File: src/rtl/sqpg_pkg.sv
// sqpg_pkg: offsets, field positions, reset values and counts for the switch globals
// assumes byte-wide register access, most significant byte at the lowest address
package sqpg_pkg;

  // byte addresses
  localparam logic [15:0] PTP_NONEVT_ADDR  = 16'h037d;
  localparam logic [15:0] QUEUE_MGMT_BASE  = 16'h0390;
  localparam logic [15:0] PM_FREE_BASE     = 16'h03ac;
  localparam int          WORD_BYTES       = 4;

  // ptp_nonevent_priority_ctrl fields
  localparam int          NONEVT_OVR_BIT   = 7;
  localparam int          NONEVT_PRI_W     = 4;
  localparam logic        NONEVT_OVR_RST   = 1'b0;
  localparam logic [3:0]  NONEVT_PRI_RST   = 4'hf;

  // queue_management_ctrl fields (low byte)
  localparam int          SPLIT_LSB        = 6;
  localparam int          MEMB_DISCARD_BIT = 1;
  localparam logic [1:0]  SPLIT_RST        = 2'h2;
  localparam logic [7:0]  QUEUE_LOW_RST    = 8'h82;

  // two_queue_priority_split codes
  localparam logic [1:0]  SPLIT_ONLY3      = 2'h0;
  localparam logic [1:0]  SPLIT_UNUSED     = 2'h1;
  localparam logic [1:0]  SPLIT_2UP        = 2'h2;
  localparam logic [1:0]  SPLIT_1UP        = 2'h3;

  // packet_memory_free_status fields
  localparam int          FREE_LSB         = 16;
  localparam int          FREE_W           = 11;
  localparam logic [10:0] FREE_MAX         = 11'h3f7;

  localparam int          NUM_PORTS        = 3;

endpackage

File: src/rtl/sqpg_free_block_counter.sv
// sqpg_free_block_counter: live count of unused packet-memory blocks
// assumes allocate/release strobes come from the buffer manager on mclk
`timescale 1ns/100ps

module sqpg_free_block_counter #(
  parameter int          CNT_W   = sqpg_pkg::FREE_W,
  parameter logic [10:0] MAX_CNT = sqpg_pkg::FREE_MAX
) (
  // clock and reset
  input  wire logic             mclk,
  input  wire logic             nrst,
  // block events
  input  wire logic             blkAlloc,
  input  wire logic             blkRelease,
  // count
  output logic [CNT_W-1:0]      freeCount_r
);

  logic [CNT_W-1:0] freeCount_nxt;

  // simultaneous alloc and release cancel; saturate at both ends
  always_comb begin
    freeCount_nxt = freeCount_r;
    if (blkAlloc && !blkRelease && freeCount_r != '0) begin
      freeCount_nxt = freeCount_r - CNT_W'(1);
    end else if (blkRelease && !blkAlloc && freeCount_r != CNT_W'(MAX_CNT)) begin
      freeCount_nxt = freeCount_r + CNT_W'(1);
    end
  end

  always_ff @(posedge mclk or negedge nrst) begin
    if (!nrst) begin
      freeCount_r <= CNT_W'(MAX_CNT);
    end else begin
      freeCount_r <= freeCount_nxt;
    end
  end

endmodule

File: src/rtl/sqpg_switch_globals.sv
// sqpg_switch_globals: ptp non-event priority, two-queue split, vlan membership
// discard and free packet-memory block status, with their byte-wide registers
// assumes all frame-side inputs are produced on mclk by the forwarding pipeline
`timescale 1ns/100ps

module sqpg_switch_globals #(
  parameter int NPORT = sqpg_pkg::NUM_PORTS
) (
  // clock and reset
  input  wire logic             mclk,
  input  wire logic             nrst,
  // register access
  input  wire logic [15:0]      regAddr,
  input  wire logic             regWr,
  input  wire logic             regRd,
  input  wire logic [7:0]       regWdata,
  output logic      [7:0]       regRdata_r,
  output logic                  regRdValid_r,
  // ptp classification
  input  wire logic             clsValid,
  input  wire logic             clsNonEvent,
  input  wire logic [3:0]       clsQosPri,
  output logic      [3:0]       clsPri_r,
  output logic                  clsPriValid_r,
  // two-queue mapping
  input  wire logic             qmapValid,
  input  wire logic [1:0]       qmapPri,
  output logic                  qmapHigh_r,
  output logic                  qmapValid_r,
  // forwarding restriction
  input  wire logic             fwdValid,
  input  wire logic [NPORT-1:0] fwdDest,
  input  wire logic [NPORT-1:0] fwdMember,
  input  wire logic             fwdMirrorOn,
  input  wire logic             fwdMirrored,
  output logic      [NPORT-1:0] fwdPorts_r,
  output logic                  fwdDrop_r,
  output logic                  fwdOutValid_r,
  // packet memory events
  input  wire logic             blkAlloc,
  input  wire logic             blkRelease
);

  ////////////////////////////////////////////////////////////////////////////
  // registers

  logic                 nonEvtOvr_r;
  logic [3:0]           nonEvtPri_r;
  logic [7:0]           queueLow_r;
  logic [1:0]           splitCode;
  logic                 membDiscard;
  logic [10:0]          freeCount;

  assign splitCode   = queueLow_r[sqpg_pkg::SPLIT_LSB +: 2];
  assign membDiscard = queueLow_r[sqpg_pkg::MEMB_DISCARD_BIT];

  // byte map, big-endian within each word:
  //   0x37d      override in 7, priority in 3:0, 6:4 read as zero
  //   0x390-392  read as zero, writes dropped
  //   0x393      split in 7:6, membership discard in 1, reserved storage in 5:2 and 0
  //   0x3ac      free count bits 10:8 in 2:0
  //   0x3ad      free count bits 7:0
  //   0x3ae-3af  read as zero

  // byte within a big-endian word, 3 is bits 7:0
  function automatic logic hitByte(input logic [15:0] a, input logic [15:0] base,
                                   input logic [1:0] lane);
    hitByte = (a == base + 16'(lane));
  endfunction

  always_ff @(posedge mclk or negedge nrst) begin
    if (!nrst) begin
      nonEvtOvr_r <= sqpg_pkg::NONEVT_OVR_RST;
      nonEvtPri_r <= sqpg_pkg::NONEVT_PRI_RST;
    end else if (regWr && regAddr == sqpg_pkg::PTP_NONEVT_ADDR) begin
      nonEvtOvr_r <= regWdata[sqpg_pkg::NONEVT_OVR_BIT];
      nonEvtPri_r <= regWdata[sqpg_pkg::NONEVT_PRI_W-1:0];
    end
  end

  // reserved bits 5:2 and 0 are writable storage with no effect
  always_ff @(posedge mclk or negedge nrst) begin
    if (!nrst) begin
      queueLow_r <= sqpg_pkg::QUEUE_LOW_RST;
    end else if (regWr && hitByte(regAddr, sqpg_pkg::QUEUE_MGMT_BASE, 2'h3)) begin
      queueLow_r <= regWdata;
    end
  end

  // counter kept apart so its saturation can be reused by the buffer manager;
  // the count has no write path, software only ever sees it
  sqpg_free_block_counter #(
    .CNT_W   (sqpg_pkg::FREE_W),
    .MAX_CNT (sqpg_pkg::FREE_MAX)
  ) uFreeCnt (
    .mclk        (mclk),
    .nrst        (nrst),
    .blkAlloc    (blkAlloc),
    .blkRelease  (blkRelease),
    .freeCount_r (freeCount)
  );

  ////////////////////////////////////////////////////////////////////////////
  // read path, one cycle after the strobe; unmapped bytes read zero

  logic [31:0] freeWord;
  logic [7:0]  rdByte;

  assign freeWord = {5'h00, freeCount, 16'h0000};

  always_comb begin
    rdByte = 8'h00;
    if (regAddr == sqpg_pkg::PTP_NONEVT_ADDR) begin
      rdByte = {nonEvtOvr_r, 3'h0, nonEvtPri_r};
    end else if (hitByte(regAddr, sqpg_pkg::QUEUE_MGMT_BASE, 2'h3)) begin
      rdByte = queueLow_r;
    end else if (hitByte(regAddr, sqpg_pkg::PM_FREE_BASE, 2'h0)) begin
      rdByte = freeWord[31:24];
    end else if (hitByte(regAddr, sqpg_pkg::PM_FREE_BASE, 2'h1)) begin
      rdByte = freeWord[23:16];
    end
  end

  always_ff @(posedge mclk or negedge nrst) begin
    if (!nrst) begin
      regRdata_r   <= 8'h00;
      regRdValid_r <= 1'b0;
    end else begin
      regRdValid_r <= regRd;
      if (regRd) begin
        regRdata_r <= rdByte;
      end
    end
  end

  ////////////////////////////////////////////////////////////////////////////
  // ptp non-event priority
  // event messages are not told apart here: only the non-event flag is steered,
  // everything else keeps the priority the qos classifier already chose

  always_ff @(posedge mclk or negedge nrst) begin
    if (!nrst) begin
      clsPri_r      <= 4'h0;
      clsPriValid_r <= 1'b0;
    end else begin
      clsPriValid_r <= clsValid;
      if (clsValid) begin
        if (clsNonEvent && nonEvtOvr_r) begin
          clsPri_r <= nonEvtPri_r;
        end else begin
          clsPri_r <= clsQosPri;
        end
      end
    end
  end

  ////////////////////////////////////////////////////////////////////////////
  // two-queue split

  logic qHigh;

  // unused code 01 falls back to the reset mapping
  always_comb begin
    case (splitCode)
      sqpg_pkg::SPLIT_ONLY3: qHigh = (qmapPri == 2'h3);
      sqpg_pkg::SPLIT_1UP:   qHigh = (qmapPri != 2'h0);
      default:               qHigh = qmapPri[1];
    endcase
  end

  always_ff @(posedge mclk or negedge nrst) begin
    if (!nrst) begin
      qmapHigh_r  <= 1'b0;
      qmapValid_r <= 1'b0;
    end else begin
      qmapValid_r <= qmapValid;
      if (qmapValid) begin
        qmapHigh_r <= qHigh;
      end
    end
  end

  ////////////////////////////////////////////////////////////////////////////
  // vlan membership restriction

  logic singleDest;

  assign singleDest = ($countones(fwdDest) == 1);

  // mirroring is judged only on the bypass path: a masked frame already stays
  // inside the membership map, so its mirror copy needs no extra drop

  always_ff @(posedge mclk or negedge nrst) begin
    if (!nrst) begin
      fwdPorts_r    <= '0;
      fwdDrop_r     <= 1'b0;
      fwdOutValid_r <= 1'b0;
    end else begin
      fwdOutValid_r <= fwdValid;
      if (fwdValid) begin
        if (membDiscard || !singleDest) begin
          fwdPorts_r <= fwdDest & fwdMember;
          fwdDrop_r  <= ((fwdDest & fwdMember) == '0);
        end else if (fwdMirrorOn && fwdMirrored) begin
          fwdPorts_r <= '0;
          fwdDrop_r  <= 1'b1;
        end else begin
          fwdPorts_r <= fwdDest;
          fwdDrop_r  <= 1'b0;
        end
      end
    end
  end

endmodule

File: config.mk
export PLATFORM = sky130hd
export DESIGN_NAME = sqpg_switch_globals
export DESIGN_NICKNAME = d
export VERILOG_FILES = /design/src/rtl/sqpg_pkg.sv /design/src/rtl/sqpg_free_block_counter.sv /design/src/rtl/sqpg_switch_globals.sv
export SDC_FILE = /design/constraint.sdc
export NUM_CORES = 1
export LEC_CHECK = 0
export BUFFER_PORTS_ARGS = -buffer_cell sky130_fd_sc_hd__buf_2
export CAP_MARGIN = 20
export CORE_MARGIN = 10
export CORE_UTILIZATION = 35
export CTS_CLUSTER_DIAMETER = 50
export DETAILED_ROUTE_END_ITERATION = 7
export SYNTH_ARGS = -nofsm -noshare
export SYNTH_HDL_FRONTEND = slang
export SYNTH_HIERARCHICAL = 1
export SYNTH_SLANG_ARGS = --single-unit
File: constraint.sdc
create_clock -name mclk -period 8.7 [get_ports mclk]
set_input_delay 0.435 -clock mclk [delete_from_list [all_inputs] [get_ports mclk]]
set_output_delay 0.435 -clock mclk [all_outputs]
set_load 0.02 [all_outputs]
# After elaboration in Yosys (flattened, before gate mapping)
# Cells that the tools add are included.
# op_classes
n_reduce_logical	17
n_eq_ne	8
bitwise	1
n_mux	12
addsub	4
# op_table
op	n
== test 16 x 10 -> 1 bit, second input constant	4
two-way mux 8 bit	4
two-way mux 11 bit	2
adder 11 x 1 -> 11 bit, second input constant	1
!= test 11 x 10 -> 1 bit, second input constant	1
nonzero test 11 bit	1
subtractor 11 x 1 -> 11 bit, second input constant	1
logical AND 1 bit	8
two-way mux 3 bit	2
== test 2 bit, second input constant	2
two-way mux 4 bit	1
nonzero test 2 bit	2
adder 2 x 1 -> 3 bit	1
AND 3 bit	1
== test 3 x 1 -> 1 bit, second input constant	1
zero test 1 bit	3
zero test 3 bit	1
adder 1 x 1 -> 2 bit	1
zero test 2 bit	1
two-way mux 1 bit	2
one-hot mux 1 bit (2 select lines)	1
logical OR 1 bit	1
# word_totals
word_cells	55
in_bits	48
output_inout_bits	21
regBits	45

# Depth between registers and ports, before layout
# logic_depth
ltp_word	6
mapped_depth	10
depth_no_buf	10

# Modules after synthesis
# Netlist, hierarchy kept.
# by_module_without_submodules
module	instances	seq_area_each_um2	area_each_um2	cells_per_inst
sqpg_switch_globals	1	858.3	1706.6	143
sqpg_free_block_counter	1	286.5	874.6	97

# Least setup slack after synthesis
# No wires, ideal clock.
# synth_path
path_kind	register to register
startpoint	reg uFreeCnt.freeCount_r[1]
endpoint	reg uFreeCnt.freeCount_r[8]
synth_period_minus_slack_ns	3.303
required_time_ns	8.614
path_buffers	0
setup_slack_ns	5.397
setup_time_ns	0.086
t_arrival_ns	3.216
path_stages_with_launch	10
cell_sequence	dfstp_2 > nor4_1 > a311oi_1 > ha_1 > nor2b_1 > o31a_1 > o31a_1 > o21a_1 > o21a_1 > o31ai_2
# synth_via
elab_chain_len	3
elab_cells_between_ends	9
classes_between	add/sub (2); eq/ne (1); mux (2); reduce/logical (4)
# synth_rtl
item	line_no	text
start, declared	sqpg_free_block_counter.sv:16	output logic [CNT_W-1:0] freeCount_r
start signal, assigned	sqpg_free_block_counter.sv:33	freeCount_r <= CNT_W'(MAX_CNT);
start signal, assigned	sqpg_free_block_counter.sv:35	freeCount_r <= freeCount_nxt;
adder 11 x 1 -> 11 bit, or another cell as far along	sqpg_free_block_counter.sv:27	freeCount_nxt = freeCount_r + CNT_W'(1);
two-way mux 11 bit, or another cell as far along	sqpg_free_block_counter.sv:26	end else if (blkRelease && !blkAlloc && freeCount_r != CNT_W'(MAX_CNT)) begin
two-way mux 11 bit / nonzero test 2 bit (equally long branches)	--	
# Parallel ways exist; a longest one is shown, timed or not. The select of a mux whose other input is x is not followed.
# A chain may end at the register's enable or synchronous reset.

# Worst setup path in the final report
# layout_path
startpoint	reg uFreeCnt.freeCount_r[0]
endpoint	reg uFreeCnt.freeCount_r[10]
# Same word-level chain as after synthesis.

==> flow_summary.toml <==
[power]
powerDensity_nw_per_um2 = 213
p_leak_nw = 1.46
irDropWorstVdd_uv = 83.3
finalPower_mw = 0.670

[place]
place_hpwl_um = 5150
port_buffers = 68
place_area_um2 = 3030
dp_cells = 405
gp_congestion = 0.841

[critical_path]
critPathArrivalTime_ns = 3.01
crit_path_frequent_cell = "o31a_1"
r2r_end = "uFreeCnt/freeCount_r[10]$_DFFE_PN0P_"
crit_slowest_cell = "dfstp_2"
end_kind = "flop"
r2r_cells = 10
r2r_slack_ns = 5.91
max_stage_delay_ns = 0.60
crit_chain = "nor3_1, a311oi_1, buf_4, ha_1, o21a_1, o31a_1, o31a_1, o21ai_1, mux2i_1, xnor2_1"
criticalPathCategory = "flop to flop"
path_max_fanout = 11
cp-start-kind = "flop"
regToRegStartpoint = "uFreeCnt/freeCount_r[0]$_DFFE_PN1P_"
crit_required_ns = 8.92

[clock_network]
cts_tree = "built"
cts_hold_buf = 0
clk_pin_slew_ns = 0.09
cts_resized = 0
htreeDepth = 2
cts_setup_buffers = 0
insertion_delay_ns = 0.30
numClockSinks = 45
cts_buffers = 5
clock_path_buffers = 2
cts-root-buf = "clkbuf_8"

[timing]
max-slew-margin-rel_pct = 35.7
period_needed_ns = 2.79
maxSlewViolCount = 0
tightest_slew_ns = 0.964
period_share_pct = 32.1
finalHoldViolations = 0
skew_ns = 0.00937
setup_viol = 0
fmaxAchievable_mhz = 358
rsz0062_at_grt = "false"
fin_setup_tns_ns = 0

[route]
antenna_left = 0
drt-pass1-iter-count = 4
finalWirelength_um = 6380
drcViolationCount = 0
wl_per_cell_um = 15.5
vias = 2107
vias_per_cell = 5.10
drtIter0Drc = 116

[final_layout]
final_nets = 374
area_growth_pct = 22.1
nFillCells = 729
seqCellArea_um2 = 1140
drive_gt1_share_pct = 38.5
layout.cells.non_filler = 413
n_antenna_cell = 0
stdcell_area_um2 = 3150
multi_input_area_um2 = 1360

[global_route]
first_global_vias = 2058
grt_max_degree = 46
grt_first_pass_wirelength_um = 10500
overflow = 0
antenna_found_initial = 0
gr-usage-all-layers_pct = 11.3

[synthesis]
ys_seq_elements = 45
synthDistinctLibCells = 55
async_flop_share_pct = 100
yosysTopAreaCell = "dfrtp_1"
ys_warn_count = 6
synthCells = 240
syn_area_um2 = 2580
synth_flop_cell = "dfrtp_1"
synth_nets = 301
synth_edf_count = 0
avgSynthCellArea_um2 = 10.8
yosysSeqAreaShare_pct = 44.4
synth_top_area_share_pct = 29.1
synth_area_leaders = "dfrtp_1, dfstp_2, mux2_2"

[worst_hold_path]
min-delay-start = "qmapValid"
hold_depth = 1
hold_path_class = "input port to flop"
holdPathEnd = "qmapValid_r$_DFF_PN0_"

[floorplanning]
ios = 69
dieWidth_um = 106
placeableCoreArea_um2 = 7210
initial_core_util_pct = 35.8
die_area_um2 = 11200
rows = 31
fp.dieH_um = 106

[status]
run_status = "completed"

[job]
maxCapViolCount = 0
[cell families after synthesis]
group,count (synthesis),synth area share [%]
AO/OA/AOI/OAI,72,19.0
XOR/XNOR,6,2.04
adder cells (fa/ha/maj),13,6.88
buffers and inverters,18,3.00
flip-flops,45,44.4
multiplexers,22,9.21
AND/OR/NAND/NOR,64,15.5
[cells in the final DEF, fill, tap and decap left out, types with 3 or more instances in the layout]
master	instances
o21a_1	5
a21oi_1	12
mux2_2	14
o21ai_0	19
ha_1	11
nand2_1	22
clkbuf_8	6
dfstp_2	15
o22ai_1	3
dfrtp_1	30
nor2b_1	4
nor2_1	14
o2bb2ai_1	7
a211oi_1	3
inv_1	14
a22oi_1	3
buf_2	68
mux2i_1	8
nor4_1	3
xnor2_1	3
xor2_1	3
[report_power, final]
part           internal, mW  total (mW)  switching (mW)
Combinational        0.0943       0.207           0.113
Clock                0.0934       0.164          0.0703
Sequential            0.256       0.299          0.0425
Total                 0.444       0.670           0.226
[cell type report]
class,instances,share of cell area (%)
multi-input cells,177,43.1
clock inverters,2,1.19
repair buffers,69,11.0
clock buffers,6,2.62
flip-flops and latches,45,36.3
inverters,15,1.79
well taps,99,3.93
[sequential cells by signal (all words and copies together), names as in the netlist]
signal	cells
nonEvtOvr_r	1
fwdDrop_r	1
qmapHigh_r	1
uFreeCnt/freeCount_r	11
clsPri_r	4
qmapValid_r	1
regRdValid_r	1
clsPriValid_r	1
fwdPorts_r	3
fwdOutValid_r	1
regRdata_r	8
nonEvtPri_r	4
queueLow_r	8
[per-stage QoR]
stage	hold WS (ns)	setup slack [ns]	utilization [%]
after floorplan	0.139	5.40	-
after global placement	0.465	5.98	42.0
after detailed placement	0.472	5.92	42.0
after CTS	0.262	5.90	43.7
after global routing	0.251	5.71	43.7
final	0.267	5.91	43.7
[worst max-delay path: cells and delay by family, from the launching register on]
family          cells  cell delay (ns)
compound gates      5             1.12
xor+xnor            1             0.14
fa+ha+maj           1             0.28
buf+inv             1             0.25
flops               1             0.60
mux                 1             0.25
simple gates        1             0.07
[layer usage]
layer	vias up	global-route usage [%]	share of wire, %
met2	55	18.5	49
met1	1013	14.3	45
met5	-	0	0
li1	1035	-	-
met3	4	3.17	5.8
met4	0	3.19	0.92
[cell usage after synthesis, drive strengths merged, types with 3 or more instances]
cell type and count:
inv 14, o21ai 22, nor2b 4, o22ai 3, nand2 22, mux2 14
mux2i 8, dfrtp 30, o2bb2ai 7, nor2 16, nor4 5, nand4 3
nor3 3, dfstp 15, a211oi 3, a21oi 12, a22oi 3, xor2 3
ha 11, xnor2 3, o21a 5
[worst max path at each step]
stage	start	to	slack (ns)	cells past startpoint
3_5_place_dp	uFreeCnt/freeCount_r[0]$_DFFE_PN1P_	uFreeCnt/freeCount_r[10]$_DFFE_PN0P_	5.92	10
5_1_grt	uFreeCnt/freeCount_r[0]$_DFFE_PN1P_	uFreeCnt/freeCount_r[10]$_DFFE_PN0P_	5.71	11
3_3_place_gp	uFreeCnt/freeCount_r[0]$_DFFE_PN1P_	uFreeCnt/freeCount_r[10]$_DFFE_PN0P_	5.98	10
2_1_floorplan	uFreeCnt/freeCount_r[1]$_DFFE_PN1P_	uFreeCnt/freeCount_r[8]$_DFFE_PN1P_	5.40	9
6_report	uFreeCnt/freeCount_r[0]$_DFFE_PN1P_	uFreeCnt/freeCount_r[10]$_DFFE_PN0P_	5.91	10
4_1_cts	uFreeCnt/freeCount_r[0]$_DFFE_PN1P_	uFreeCnt/freeCount_r[10]$_DFFE_PN0P_	5.90	10
(Power assumes the default switching activity.)
